==> config.mk <==
export PLATFORM = sky130hd
export DESIGN_NAME = supervisor_ram_enable_gate
export DESIGN_NICKNAME = d
export VERILOG_FILES = /design/src/verilog/supervisor_pkg.sv /design/src/verilog/supervisor_ram_enable_gate.sv /design/src/verilog/ms_tick_divider.sv
export SDC_FILE = /design/constraint.sdc
export NUM_CORES = 1
export LEC_CHECK = 0
export BUFFER_PORTS_ARGS = -buffer_cell sky130_fd_sc_hd__buf_2
export CAP_MARGIN = 20
export CORE_MARGIN = 10
export CORE_UTILIZATION = 30
export CTS_CLUSTER_DIAMETER = 80
export DETAILED_ROUTE_END_ITERATION = 6
export HOLD_SLACK_MARGIN = 0.15
export PLACE_DENSITY_LB_ADDON = 0.12
export SLEW_MARGIN = 20
export SYNTH_ARGS = -nofsm -noshare
export SYNTH_HDL_FRONTEND = slang
export SYNTH_SLANG_ARGS = --single-unit
export TNS_END_PERCENT = 30
==> constraint.sdc <==
create_clock -name mclk -period 5.11 [get_ports mclk]
set_clock_uncertainty 0.2 [all_clocks]
set_input_delay 1.533 -clock mclk [delete_from_list [all_inputs] [get_ports mclk]]
set_output_delay 1.533 -clock mclk [all_outputs]
set_load 0.005 [all_outputs]
==> src/verilog/supervisor_pkg.sv <==
package supervisor_pkg;

   // Timebase: mclk at 250 MHz, divided down to a 1 ms tick
   localparam int CLK_MHZ = 250;
   localparam int TICK_US = 1000;
   localparam int TICK_CYCLES = CLK_MHZ * TICK_US;

   // Reset pulse after power-up, pushbutton or watchdog, in ms
   localparam logic [15:0] RST_PULSE_MS = 16'h00FA;
   // Watchdog period in ms
   localparam logic [15:0] WDOG_MS = 16'h03E8;
   // Pushbutton must read low this many ms before it counts
   localparam logic [15:0] DEBOUNCE_MS = 16'h0014;

   typedef enum logic [1:0] {MODE_FAIL, MODE_HOLD, MODE_RUN} mode_t;

endpackage

==> src/verilog/supervisor_ram_enable_gate.sv <==
// How it works
// - Low lane select only when select and low-enable low
// - High lane select only when select and high-enable low
// - Reset held low while supply out of range
// - Missing watchdog kick within period forces reset
// - Reset held low through power-up interval
// - Debounced pushbutton gives reset of 250 ms minimum
// - Reset pin is open drain, sensed when released
// - Host access refused while supply below trip
// - Reset kept 250 ms after supply returns
`timescale 1ns/100ps
module supervisor_ram_enable_gate
   import supervisor_pkg::*;
#(
   parameter int unsigned MS_CYCLES = TICK_CYCLES
) (
   input wire logic mclk,
   input wire logic rst_n,
   input wire logic supply_ok,
   input wire logic ram_select_in_n,
   input wire logic lower_byte_en_n,
   input wire logic upper_byte_en_n,
   input wire logic watchdog_kick_n,
   input wire logic rst_pin_in,
   output logic rst_pin_out,
   output logic rst_pin_oe_n,
   output logic sram_low_lane_sel_n,
   output logic sram_high_lane_sel_n,
   output logic host_access_en
);
   typedef struct packed {
      mode_t mode;
      logic [15:0] hold_ms;
      logic [15:0] wd_ms;
      logic [15:0] deb_ms;
      logic armed;
      logic [1:0] sup_s;
      logic [1:0] sel_s;
      logic [1:0] lo_en_s;
      logic [1:0] hi_en_s;
      logic [2:0] kick_s;
      logic [1:0] pin_s;
      logic pin_o;
      logic oe_n;
      logic lo_n;
      logic hi_n;
      logic acc;
   } state_t;

   // Reset pulls the pin low and closes both lanes
   localparam state_t STATE_RST = '{
      mode: MODE_FAIL, hold_ms: 16'h0000, wd_ms: 16'h0000,
      deb_ms: 16'h0000, armed: 1'b0, sup_s: 2'h0, sel_s: 2'h3,
      lo_en_s: 2'h3, hi_en_s: 2'h3, kick_s: 3'h7, pin_s: 2'h3,
      pin_o: 1'b0, oe_n: 1'b0, lo_n: 1'b1, hi_n: 1'b1, acc: 1'b0};

   function automatic logic [15:0] inc16(input logic [15:0] v);
      inc16 = v + 16'h0001;
   endfunction

   state_t s_q;
   state_t s_d;
   logic tick;
   logic kick_fall;
   logic pin_low;
   logic wd_expire;
   logic btn_fire;

   ms_tick_divider #(.DIV(MS_CYCLES)) u_div (
      .mclk(mclk),
      .rst_n(rst_n),
      .tick(tick)
   );

   always_comb begin
      s_d = s_q;
      // Two-stage synchronisers, three for the kick; only stage 1 and above feed logic
      s_d.sup_s = {s_q.sup_s[0], supply_ok};
      s_d.sel_s = {s_q.sel_s[0], ram_select_in_n};
      s_d.lo_en_s = {s_q.lo_en_s[0], lower_byte_en_n};
      s_d.hi_en_s = {s_q.hi_en_s[0], upper_byte_en_n};
      s_d.kick_s = {s_q.kick_s[1:0], watchdog_kick_n};
      s_d.pin_s = {s_q.pin_s[0], rst_pin_in};
      kick_fall = s_q.kick_s[2] & ~s_q.kick_s[1];
      pin_low = ~s_q.pin_s[1];
      wd_expire = 1'b0;

      // Pushbutton debounce, only sensed while the pin is released
      if (s_q.mode == MODE_RUN && pin_low) begin
         if (tick && s_q.deb_ms != DEBOUNCE_MS) begin
            s_d.deb_ms = inc16(s_q.deb_ms);
         end
      end else begin
         s_d.deb_ms = 16'h0000;
      end
      // A held button must be let go before it can fire again
      btn_fire = s_q.mode == MODE_RUN && pin_low && s_q.armed &&
                 s_q.deb_ms == DEBOUNCE_MS;
      if (!pin_low) begin
         s_d.armed = 1'b1;
      end else if (btn_fire) begin
         s_d.armed = 1'b0;
      end

      case (s_q.mode)
         MODE_FAIL: begin
            if (s_q.sup_s[1]) begin
               s_d.mode = MODE_HOLD;
               s_d.hold_ms = 16'h0000;
            end
         end
         MODE_HOLD: begin
            if (tick) begin
               if (s_q.hold_ms == RST_PULSE_MS) begin
                  s_d.mode = MODE_RUN;
                  s_d.wd_ms = 16'h0000;
               end else begin
                  s_d.hold_ms = inc16(s_q.hold_ms);
               end
            end
         end
         MODE_RUN: begin
            if (kick_fall) begin
               s_d.wd_ms = 16'h0000;
            end else if (tick) begin
               if (s_q.wd_ms == WDOG_MS - 16'h0001) begin
                  wd_expire = 1'b1;
               end else begin
                  s_d.wd_ms = inc16(s_q.wd_ms);
               end
            end
            if (wd_expire || btn_fire) begin
               s_d.mode = MODE_HOLD;
               s_d.hold_ms = 16'h0000;
               s_d.wd_ms = 16'h0000;
            end
         end
         default: begin
            s_d.mode = MODE_FAIL;
         end
      endcase

      // Supply loss overrides every other state
      if (!s_q.sup_s[1]) begin
         s_d.mode = MODE_FAIL;
         s_d.hold_ms = 16'h0000;
         s_d.wd_ms = 16'h0000;
      end

      // Pin is only ever pulled low, never driven high
      s_d.pin_o = 1'b0;
      s_d.oe_n = s_d.mode == MODE_RUN;
      s_d.acc = s_d.mode == MODE_RUN;
      // Host select high leaves both lanes idle; power fail closes both
      s_d.lo_n = (s_d.mode == MODE_FAIL) | s_q.sel_s[1] |
                 s_q.lo_en_s[1];
      s_d.hi_n = (s_d.mode == MODE_FAIL) | s_q.sel_s[1] |
                 s_q.hi_en_s[1];
   end

   always_ff @(posedge mclk or negedge rst_n) begin
      if (!rst_n) begin
         s_q <= STATE_RST;
      end else begin
         s_q <= s_d;
      end
   end

   assign rst_pin_out = s_q.pin_o;
   assign rst_pin_oe_n = s_q.oe_n;
   assign sram_low_lane_sel_n = s_q.lo_n;
   assign sram_high_lane_sel_n = s_q.hi_n;
   assign host_access_en = s_q.acc;

   low_lane_a: assert property (@(posedge mclk) disable iff (!rst_n)
      !sram_low_lane_sel_n |-> $past(s_q.sel_s[1]) == 1'b0 &&
         $past(s_q.lo_en_s[1]) == 1'b0)
      else $error("low lane selected without both enables");

   high_lane_a: assert property (@(posedge mclk) disable iff (!rst_n)
      !sram_high_lane_sel_n |-> $past(s_q.sel_s[1]) == 1'b0 &&
         $past(s_q.hi_en_s[1]) == 1'b0)
      else $error("high lane selected without both enables");

   fail_reset_a: assert property (@(posedge mclk) disable iff (!rst_n)
      !s_q.sup_s[1] |=> !rst_pin_oe_n && s_q.mode == MODE_FAIL)
      else $error("reset not driven on supply loss");

   wdog_timeout_a: assert property (@(posedge mclk)
      disable iff (!rst_n)
      wd_expire && s_q.sup_s[1] |=> s_q.mode == MODE_HOLD && !rst_pin_oe_n)
      else $error("watchdog expiry did not reset");

   hold_drive_a: assert property (@(posedge mclk) disable iff (!rst_n)
      s_q.mode == MODE_HOLD |-> !rst_pin_oe_n && !host_access_en)
      else $error("reset released during hold");

   button_reset_a: assert property (@(posedge mclk)
      disable iff (!rst_n)
      btn_fire && s_q.sup_s[1] |=> s_q.mode == MODE_HOLD &&
         s_q.hold_ms == 16'h0000)
      else $error("debounced button did not start reset");

   open_drain_a: assert property (@(posedge mclk) disable iff (!rst_n)
      !rst_pin_out && rst_pin_oe_n == (s_q.mode == MODE_RUN))
      else $error("reset pin driven high or released outside run");

   access_block_a: assert property (@(posedge mclk)
      disable iff (!rst_n)
      !s_q.sup_s[1] |=> !host_access_en)
      else $error("host access open with supply low");

   release_time_a: assert property (@(posedge mclk)
      disable iff (!rst_n)
      $rose(rst_pin_oe_n) |-> $past(s_q.hold_ms) == RST_PULSE_MS)
      else $error("reset released before full pulse");

   fail_lanes_a: assert property (@(posedge mclk) disable iff (!rst_n)
      s_q.mode == MODE_FAIL |-> sram_low_lane_sel_n && sram_high_lane_sel_n)
      else $error("lane select active in power failure");

   kick_restart_a: assert property (@(posedge mclk)
      disable iff (!rst_n)
      kick_fall && s_q.mode == MODE_RUN |=> s_q.wd_ms == 16'h0000)
      else $error("kick did not restart watchdog");
endmodule

==> src/verilog/ms_tick_divider.sv <==
`timescale 1ns/100ps
module ms_tick_divider #(
   parameter int unsigned DIV = 250000
) (
   input wire logic mclk,
   input wire logic rst_n,
   output logic tick
);
   typedef struct packed {
      logic [31:0] cnt;
      logic tick;
   } div_t;

   div_t s_q;
   div_t s_d;

   always_comb begin
      s_d = s_q;
      s_d.tick = 1'b0;
      if (s_q.cnt == 32'(DIV - 1)) begin
         s_d.cnt = 32'h0000_0000;
         s_d.tick = 1'b1;
      end else begin
         s_d.cnt = s_q.cnt + 32'h0000_0001;
      end
   end

   always_ff @(posedge mclk or negedge rst_n) begin
      if (!rst_n) begin
         s_q <= '0;
      end else begin
         s_q <= s_d;
      end
   end

   assign tick = s_q.tick;

   tick_period_a: assert property (@(posedge mclk) disable iff (!rst_n)
      tick |=> !tick) else $error("tick longer than one cycle");
endmodule

# Word-level counts from Yosys, hierarchy flattened
# Cells that the tools add are included.
word_totals:
  elab_cells: 75
  input_bits: 8
  output_inout_bits: 5
  ramBits: 0
  mem_bits_ro: 0
  reg_bits: 100
  latchBits: 0
  memories: 0
op_classes:
  n_bitwise: 6
  n_addsub: 4
  n_div: 0
  eq_ne: 17
  shifts: 0
  n_mul: 0
  order_cmp: 0
  mux: 22
  n_reduce_logical: 10
ops:
  columns: ["operator", "n"]
  rows:
  - ["$mux W16", 7]
  - ["$mux W34", 3]
  - ["$add A16 B1 Y16 const B", 3]
  - ["$pmux W16 S3", 1]
  - ["$add A32 B1 Y32 const B", 1]
  - ["$eq A32 B18 Y1 const B", 1]
  - ["$mux W32", 1]
  - ["$pmux W16 S2", 1]
  - ["$eq A16 B10 Y1 const B", 1]
  - ["$eq A16 B5 Y1 const B", 1]
  - ["$eq A16 B8 Y1 const B", 1]
  - ["$ne A16 B5 Y1 const B", 1]
  - ["$mux W1", 7]
  - ["$ne A3 B2 Y1 const B", 2]
  - ["$ne A3 B3 Y1 const B", 2]
  - ["$pmux W2 S3", 1]
  - ["$ne A5 B3 Y1 const B", 1]
  - ["$ne A5 B4 Y1 const B", 1]
  - ["$reduce_and A5 Y1", 1]
  - ["$eq A2 B2 Y1 const B", 2]
  - ["$logic_and A1 B1 Y1", 4]
  - ["$logic_not A2 Y1", 2]
  - ["$ne A4 B1 Y1 const B", 1]
  - ["$reduce_and A4 Y1", 1]
  - ["9 further kinds", 12]

# Longest topological paths before layout
# Gate-level depths: netlist (run 1).
logic_depth:
  depth_word: 12
  mapped_depth: 9
  ltp_nobuf: 8

# Cells and area by module
# From an unflattened synthesis (run 1), not the netlist that was laid out.
hier_totals:
  hier_cells: 522
  area_unflattened_um2: 5126.2
modules_own_cells:
  columns: ["mod", "seq_area_each_um2", "cells_each", "area_each_um2", "n_inst"]
  rows:
  - ["supervisor_ram_enable_gate", 1692.9, 370, 3529.6, 1]
  - ["ms_tick_divider", 825.8, 152, 1596.5, 1]

# Worst setup path after synthesis (run 1)
# Ideal clock, no wire load.
synth_timing:
  kind: "flip-flop to flip-flop"
  from: "reg s_q[51] in the netlist's numbering"
  to: "reg s_q[46] in the netlist's numbering"
  path_buffers: 0
  slack_ns: 2.653
  t_required_ns: 4.788
  period_less_slack_ns: 2.457
  setup_ns: 0.122
  path_stages_with_launch: 9
  t_arrival_ns: 2.135
  path_cell_list: "dfrtp_1 -> inv_1 -> ha_1 -> or4b_4 -> nor4_4 -> a21oi_2 -> nor4_4 -> mux2i_1 -> nor3_2"
synth_via:
  elab_chain_cells: 3
synth_lines:
  columns: ["element", "line_no", "text"]
  rows:
  - ["start: declaration", "supervisor_ram_enable_gate.sv:61", "state_t s_q;"]
  - ["start signal: assignment", "supervisor_ram_enable_gate.sv:163", "s_q <= STATE_RST;"]
  - ["start signal: assignment", "supervisor_ram_enable_gate.sv:165", "s_q <= s_d;"]
  - ["$eq A16 B8 Y1", "supervisor_ram_enable_gate.sv:114", "if (s_q.hold_ms == RST_PULSE_MS) begin"]
  - ["$ne A3 B3 Y1 (no source line)", null, null]
  - ["$reduce_and A5 Y1 (no source line)", null, null]
# No other way between the ends.
# A chain may end at the register's enable or synchronous reset.

# Worst setup path after layout (run 1)
layout_timing:
  from: "reg s_q[19] in the netlist's numbering"
  to: "reg s_q[60] in the netlist's numbering"
layout_via:
  elab_chain_cells: 5
layout_lines:
  columns: ["element", "line_no", "text"]
  rows:
  - ["$eq A16 B5 Y1", "supervisor_ram_enable_gate.sv:98", "s_q.deb_ms == DEBOUNCE_MS;"]
  - ["$logic_and A1 B1 Y1", "supervisor_ram_enable_gate.sv:97", "btn_fire = s_q.mode == MODE_RUN && pin_low && s_q.armed &&"]
  - ["$logic_or A1 B1 Y1", "supervisor_ram_enable_gate.sv:132", "if (wd_expire || btn_fire) begin"]
  - ["$ne A3 B2 Y1 (no source line)", null, null]
  - ["$reduce_and A4 Y1 (no source line)", null, null]
# No other way between the ends.

==> results of run 1 <==
## routing by layer
| layer | routed length [µm] | vias to the layer above |
|---|---|---|
| li1 | - | 1760 |
| met1 | 4930 | 1728 |
| met2 | 4800 | 32 |
| met3 | 304 | 13 |
| met4 | 186 | 0 |
| met5 | 0 | - |
## synth_stat cells (3+ instances only)
cell type	n	area share, %
sky130_fd_sc_hd__inv_1	18	1.4
sky130_fd_sc_hd__nor2_1	58	4.4
sky130_fd_sc_hd__dfrtp_1	87	44
sky130_fd_sc_hd__nand2_1	31	2.4
sky130_fd_sc_hd__nor2b_1	8	1.0
sky130_fd_sc_hd__nor4_1	10	1.3
sky130_fd_sc_hd__xor2_1	26	4.6
sky130_fd_sc_hd__xnor2_1	19	3.4
sky130_fd_sc_hd__clkbuf_1	5	0.38
sky130_fd_sc_hd__o41ai_1	3	0.53
sky130_fd_sc_hd__o21ai_1	4	0.41
sky130_fd_sc_hd__buf_2	4	0.41
sky130_fd_sc_hd__o31ai_1	9	1.4
sky130_fd_sc_hd__and4_1	4	0.71
sky130_fd_sc_hd__nand2b_1	5	0.63
sky130_fd_sc_hd__dfstp_2	13	6.9
sky130_fd_sc_hd__o21ai_0	31	3.1
sky130_fd_sc_hd__or4_1	4	0.61
sky130_fd_sc_hd__a22o_1	9	1.6
sky130_fd_sc_hd__nor3_1	14	1.4
sky130_fd_sc_hd__nor4b_1	4	0.71
sky130_fd_sc_hd__ha_1	10	2.5
sky130_fd_sc_hd__a31oi_1	7	0.89
sky130_fd_sc_hd__or3_1	5	0.63
sky130_fd_sc_hd__a21oi_1	5	0.51
sky130_fd_sc_hd__nand4_1	11	1.4
sky130_fd_sc_hd__and3_1	18	2.3
sky130_fd_sc_hd__nand3_1	31	3.1
sky130_fd_sc_hd__and2_1	3	0.38
## kinds of logic (layout without fill, tap and decap cells)
logic type	Yosys count	after routing	share of synthesized area, %
simple gates	221	221	24.8
flops	100	100	51.0
compound gates	77	77	10.1
xor+xnor	45	45	7.98
buf+inv	30	47	2.68
fa+ha+maj	10	10	2.53
mux	4	4	0.861
other cells	1	1	0.0759
## worst max-delay path, stage by stage (launching register included)
cell and delay, ns:
sky130_fd_sc_hd__dfrtp_1 0.40, sky130_fd_sc_hd__inv_1 0.09, sky130_fd_sc_hd__ha_1 0.14, sky130_fd_sc_hd__nor4b_1 0.34, sky130_fd_sc_hd__and4_1 0.33, sky130_fd_sc_hd__and3_1 0.26
sky130_fd_sc_hd__or3_1 0.16, sky130_fd_sc_hd__nand3b_1 0.44, sky130_fd_sc_hd__o41ai_1 0.54
## flip-flops by register name, summed over array words and instances, names as in the netlist
| name | count |
|---|---|
| host_access_en | 1 |
| s_q | 57 |
| u_div.s_q | 32 |
| s_d | 7 |
| u_div.tick | 1 |
| sram_low_lane_sel_n | 1 |
| sram_high_lane_sel_n | 1 |
## layout make-up
class	instances	area (µm²)	area share, %
Clock buffer	10	229	4.15
Clock inverter	6	71.3	1.29
Tap cell	216	270	4.90
Multi-Input combinational cell	358	2290	41.5
Sequential cell	100	2520	45.6
Timing Repair Buffer	13	72.6	1.31
Inverter	18	67.6	1.22
## stage by stage
step	util [%]	hold WS (ns)
3_5_place_dp	32.6	0.147
4_1_cts	34.4	0.157
5_1_grt	34.5	0.162
3_3_place_gp	32.6	0.147
2_1_floorplan	-	0.131
6_report	34.5	0.157
## power by group through the flow
stage / combinational [mW] / clock [mW] / sequential [mW]
after floorplan: 0.0241 / 0 / 0.820
after global placement: 0.0502 / 0 / 0.822
after detailed placement: 0.0502 / 0 / 0.821
after CTS: 0.0502 / 0.733 / 0.806
after global routing: 0.0580 / 0.762 / 0.807
final: 0.0493 / 0.702 / 0.806
## worst paths after layout
| path | to | slack [ns] | cells after the start |
|---|---|---|---|
| min | s_q[15] | 0.16 | 0 |
| min reg2reg | s_q[15] | 0.16 | 0 |
| min in group asynchronous | s_q[30] | 1.13 | 1 |
| max | s_q[60] | 2.08 | 8 |
| max in group asynchronous | s_q[6] | 2.65 | 2 |
| max reg2reg | s_q[60] | 2.08 | 8 |
==> reports/metrics.json, run 1 <==
{
  "status": "completed",
  "synth-seq-cells": 100,
  "post_cts.repair.setup_buffers": 0,
  "timing.hold.worst.start": "s_d[15]",
  "clock_power_share_pct": 45.1,
  "timing.max_slew.rel_slack_pct": 37.6,
  "net_count_after_synthesis": 506,
  "fillCellCount": 1671,
  "via_count": 3533,
  "diodes": 0,
  "areaGrowthSynthToFinish_pct": 11.7,
  "critPathMaxFanout": 14,
  "wirelength_um": 10200,
  "syn_avg_cell_area_um2": 10.1,
  "grt_use_met2_pct": 15.8,
  "synthesis.instances": 488,
  "placed_cells": 704,
  "synth_async_reset_ratio_pct": 100,
  "clock-sinks": 100,
  "setup-tns-final_ns": 0,
  "post-place-ws_ns": 2.06,
  "ys_types": 55,
  "leakagePower_nw": 2.35,
  "synth-main-ff-cell": "sky130_fd_sc_hd__dfrtp_1",
  "antenna_found_initial": 0,
  "design.final.nets": 518,
  "irDropWorstVdd_v": 0.000190,
  "fraction_of_final_layout_cells_sized_beyond_drive_strength_1_pct": 11.1,
  "post_cts_hold_fix_bufs": 0,
  "rsz0062_at_grt": "no",
  "synth.cell_area_mm2": 0.00494,
  "die_width_um": 148,
  "cp-start-kind": "register",
  "grt_usage_pct": 9.99,
  "ant_nets": 0,
  "power_frac_comb_pct": 3.2,
  "crit_arrival_ns": 3.07,
  "final-max-slew-violation-count": 0,
  "place.port_buffers": 11,
  "largest_net_degree_at_the_start_of_global_routing": 76,
  "holdCritPathClass": "register to register",
  "gr-max-usage-layer": "met2",
  "clkLatencyLatePin_ns": 0.36,
  "pin_slew_with_the_least_headroom_to_its_limit_ns": 0.936,
  "power_frac_seq_pct": 51.8,
  "die_h_um": 148,
  "final_cell_count_no_fill": 721,
  "post_drt_wl_per_cell_um": 14.2,
  "regToRegStartpoint": "s_q[19]",
  "grt_ovf": 0,
  "critPathCaptureType": "register",
  "power.total_mw": 1.56,
  "cts.reportedPaths.clkPinSlew_ns": 0.07,
  "synth-edff-count": 0,
  "cts_buffers": 9,
  "coreArea_mm2": 0.0160,
  "cp.required_ns": 5.15,
  "p_switching_mw": 0.355,
  "detail_route.vias_per_cell": 4.90,
  "placed_cell_area_mm2": 0.00521,
  "cts-root-buf": "sky130_fd_sc_hd__clkbuf_16",
  "minimum_setup_slack_in_the_final_design_ns": 2.08,
  "grt_use_met3_pct": 2.64,
  "tritoncts": "done",
  "drt_iter0_drc": 212,
  "met1_usage_pct": 12.6,
  "yosysWarnings": 0,
  "finalCriticalPeriod_ns": 3.03,
  "cts_repair_resize_count": 0,
  "ioPinCount": 13,
  "netSwitchingFraction_pct": 22.8,
  "cp-startpoint": "s_q[19]",
  "mostFrequentLayoutCells": "sky130_fd_sc_hd__dfrtp_1, sky130_fd_sc_hd__nor2_1, sky130_fd_sc_hd__nand3_1, sky130_fd_sc_hd__nand2_1, sky130_fd_sc_hd__o21ai_0",
  "initial_standard_cell_utilization_of_the_core_pct": 30.9,
  "place_hpwl_um": 7080,
  "first_global_vias": 3516,
  "final_min_period_over_clock_period_pct": 59.3,
  "grt_pass1_wl_um": 17900,
  "mostFrequentLayoutCell": "sky130_fd_sc_hd__dfrtp_1",
  "cts.htree.levels": 3,
  "fmax_ghz": 0.330,
  "drv.max_cap_violation_count": 0,
  "design_area_mm2": 0.00552,
  "number_of_placement_rows": 46,
  "placer_s_final_routability_congestion_estimate": 0.782,
  "drt-pass1-iter-count": 4,
  "critPathKind": "register to register",
  "timing.final.setup_violations": 0,
  "ratio_of_total_power_to_cell_area_mw_per_mm2": 282,
  "drc": 0,
  "dieArea_mm2": 0.0220,
  "internal-power_mw": 1.20,
  "timing.final.hold_violations": 0,
  "seq_area_frac_synth_pct": 51.0,
  "clk_path_buf_depth": 2
}
Note: power is estimated with default switching activity, not from simulation.
==> inputs of run 2 (changes only) <==
==> constraint.sdc (replaced) <==
create_clock -name mclk -period 2.8 [get_ports mclk]
set_clock_uncertainty 0.2 [all_clocks]
set_input_delay 0.84 -clock mclk [delete_from_list [all_inputs] [get_ports mclk]]
set_output_delay 0.84 -clock mclk [all_outputs]
set_load 0.005 [all_outputs]
==> run 2 against run 1 <==
First-iteration DRC count fell by 21%; largest cell class unchanged; critical path type unchanged; critical endpoint is now s_q[47]; clock power rose by 74%; cell count rose by 2.9%; combinational power rose by 110%; non-clock buffer count rose by 21; worst setup slack got worse by 1.9 ns; via count rose by 2.4%.
==> reports/metrics.json, run 2 (same netlist as run 1, synthesis figures left out) <==
{
  "placer_s_final_routability_congestion_estimate": {"value": 0.768, "change": "-1.9%"},
  "irDropWorstVdd": {"value": 0.000322, "unit": "V", "change": "+70%"},
  "timing.final.hold_violations": {"value": 0, "change": "unchanged"},
  "cts_buffers": {"value": 9, "change": "unchanged"},
  "crit_buf_inv": {"value": 2, "change": "+1"},
  "hold_slack": {"value": 0.153, "unit": "ns", "change": "-0.00387 ns"},
  "finalCriticalPeriod": {"value": 2.66, "unit": "ns", "change": "-0.373 ns"},
  "holdCritPathClass": "register to register",
  "number_of_placement_rows": {"value": 46, "change": "unchanged"},
  "mostFrequentLayoutCell": "sky130_fd_sc_hd__dfrtp_1",
  "cts-root-buf": "sky130_fd_sc_hd__clkbuf_16",
  "grt_pass1_wl": {"value": 18300, "unit": "µm", "change": "+2.3%"},
  "tritoncts": "done",
  "status": "completed",
  "coreArea": {"value": 0.0160, "unit": "mm²", "change": "unchanged"},
  "pin_slew_with_the_least_headroom_to_its_limit": {"value": 0.617, "unit": "ns", "change": "-0.320 ns"},
  "die_h": {"value": 148, "unit": "µm", "change": "unchanged"},
  "timing.max_slew.rel_slack": {"value": 58.7, "unit": "%", "change": "+21 points"},
  "drt_iter0_drc": {"value": 168, "change": "-21%"},
  "drt-pass1-iter-count": {"value": 4, "change": "unchanged"},
  "crit_arrival": {"value": 2.70, "unit": "ns", "change": "-0.37 ns"},
  "leakagePower": {"value": 2.45, "unit": "nW", "change": "+4.3%"},
  "via_count": {"value": 3617, "change": "+2.4%"},
  "max_stage_delay": {"value": 0.49, "unit": "ns", "change": "-0.05 ns"},
  "critPathCaptureType": "register",
  "design.final.nets": {"value": 539, "change": "+4.1%"},
  "fraction_of_final_layout_cells_sized_beyond_drive_strength_1": {"value": 15.0, "unit": "%", "change": "+3.9 points"},
  "fillCellCount": {"value": 1660, "change": "-0.66%"},
  "drc": {"value": 0, "change": "unchanged"},
  "die_width": {"value": 148, "unit": "µm", "change": "unchanged"},
  "critPathKind": "register to register",
  "antenna_found_initial": {"value": 0, "change": "unchanged"},
  "placed_cells": {"value": 725, "change": "+3.0%"},
  "rsz0062_at_grt": "yes",
  "areaGrowthSynthToFinish_pct": 15.2,
  "drv.max_cap_violation_count": {"value": 0, "change": "unchanged"},
  "final_core_utilization": {"value": 35.6, "unit": "%", "change": "+1.1 points"},
  "clock-sinks": {"value": 100, "change": "unchanged"},
  "ioPinCount": {"value": 13, "change": "unchanged"},
  "initial_standard_cell_utilization_of_the_core": {"value": 30.9, "unit": "%", "change": "unchanged"},
  "ratio_of_total_power_to_cell_area": {"value": 491, "unit": "mW/mm²", "change": "+74%"},
  "crit_chain": "inv_1, ha_1, or4b_4, nor4_4, a21oi_2, nor2_1, buf_4, o21ai_0, a22o_1",
  "final_min_period_over_clock_period": {"value": 94.9, "unit": "%", "change": "+36 points"},
  "largest_net_degree_at_the_start_of_global_routing": {"value": 46, "change": "-39%"},
  "detail_route.vias_per_cell": {"value": 4.87, "change": "-0.52%"},
  "cts.htree.levels": {"value": 3, "change": "unchanged"},
  "critPathMaxFanout": {"value": 11, "change": "-3"},
  "fmax": {"value": 0.376, "unit": "GHz", "change": "+14%"},
  "largest_register_ffs": {"value": 57, "change": "unchanged"},
  "clk_path_buf_depth": {"value": 2, "change": "unchanged"},
  "worst_path_max_delay_cell": "sky130_fd_sc_hd__or4b_4",
  "timing.final.setup_violations": {"value": 0, "change": "unchanged"},
  "critPathTopFamily": "simple AND/OR/NAND/NOR gates",
  "clkLatencyLatePin": {"value": 0.35, "unit": "ns", "change": "about the same"},
  "grt_ovf": {"value": 0, "change": "unchanged"},
  "diodes": {"value": 0, "change": "unchanged"},
  "ant_nets": {"value": 0, "change": "unchanged"},
  "cts.reportedPaths.clkPinSlew": {"value": 0.07, "unit": "ns", "change": "about the same"},
  "dieArea": {"value": 0.0220, "unit": "mm²", "change": "unchanged"},
  "final-max-slew-violation-count": {"value": 0, "change": "unchanged"},
  "largest_register": "s_q",
  "cp-start-kind": "register",
  "post_drt_wl_per_cell": {"value": 14.1, "unit": "µm", "change": "-0.32%"},
  "grt_usage": {"value": 10.2, "unit": "%", "change": "+0.17 points"},
  "wirelength": {"value": 10500, "unit": "µm", "change": "+2.6%"},
  "first_global_vias": {"value": 3585, "change": "+2.0%"},
  "mostFrequentLayoutCells": "sky130_fd_sc_hd__dfrtp_1, sky130_fd_sc_hd__nor2_1, sky130_fd_sc_hd__nand3_1, sky130_fd_sc_hd__nand2_1, sky130_fd_sc_hd__o21ai_0",
  "place.port_buffers": {"value": 11, "change": "unchanged"},
  "post_cts_hold_fix_bufs": {"value": 0, "change": "unchanged"},
  "cp.required": {"value": 2.85, "unit": "ns", "change": "-2.30 ns"},
  "place_hpwl": {"value": 7270, "unit": "µm", "change": "+2.8%"},
  "final_cell_count_no_fill": {"value": 742, "change": "+2.9%"}
}
## run 2: cell types whose count changed in the layout (fill, tap and decap cells not counted)
cell and change:
sky130_fd_sc_hd__nor4_2 +1, sky130_fd_sc_hd__buf_4 +19, sky130_fd_sc_hd__nor4_1 -1, sky130_fd_sc_hd__clkbuf_1 -1, sky130_fd_sc_hd__buf_12 +2, sky130_fd_sc_hd__clkinv_4 +2
sky130_fd_sc_hd__bufinv_16 -1
## run 2: power by group
part / leakage, nW / internal, mW / switching [mW]
Sequential: 1.33 / 1.46 / 0.00761
Combinational: 0.982 / 0.0337 / 0.0691
Clock: 0.138 / 0.618 / 0.601
Total: 2.45 / 2.11 / 0.677
## run 2: worst register-to-register path, delay by kind of cell (launching register included)
kind,cells,cell delay (ns)
buffers and inverters,2,0.26
flip-flops,1,0.44
adder cells (fa/ha/maj),1,0.16
AND/OR/NAND/NOR,3,0.96
AO/OA/AOI/OAI,3,0.52
## run 2: repair_timing
item | CTS | global route
gates resized for setup | 0 | 1
buffers inserted | 0 | 1
endpoints found under the setup margin | 0 | 22
## run 2: stage by stage
stage	TNS [ns]	total power [mW]	area, µm²	worst slack (ns)
after floorplan	0	1.54	4940	0.343
after global placement	0	1.61	5390	0.143
after detailed placement	0	1.61	5390	0.0997
after CTS	0	2.84	5680	0.0906
after global routing	-0.0408	2.92	5690	-0.0389
final	0	2.79	5690	0.142
## run 2: cell type report
cell class                 count  area [µm²]  area share [%]
clock buffer                   9         225            3.96
sequential                   100        2520            44.3
multi-input combinational    358        2300            40.3
timing repair buffer          34         255            4.48
tap                          216         270            4.75
clock inverter                 7        58.8            1.03
inverter                      18        67.6            1.19
## run 2: routing by layer
layer / track usage (%) / share of wire (%)
met5: 0 / 0
met3: 3.19 / 2.5
met4: 2.82 / 1.1
met2: 15.4 / 45
met1: 13.6 / 52
## run 2: final timing paths
path	from	endpoint	slack (ns)	cells after the start
worst max-delay path	s_q[51]	s_q[47]	0.14	9
worst min-delay path	s_d[13]	s_q[13]	0.15	0
worst max register to register	s_q[51]	s_q[47]	0.14	9
worst min register to register	s_d[13]	s_q[13]	0.15	0
max in group asynchronous	rst_n	s_q[66]	1.45	2
min in group asynchronous	rst_n	u_div.s_q[9]	0.23	1
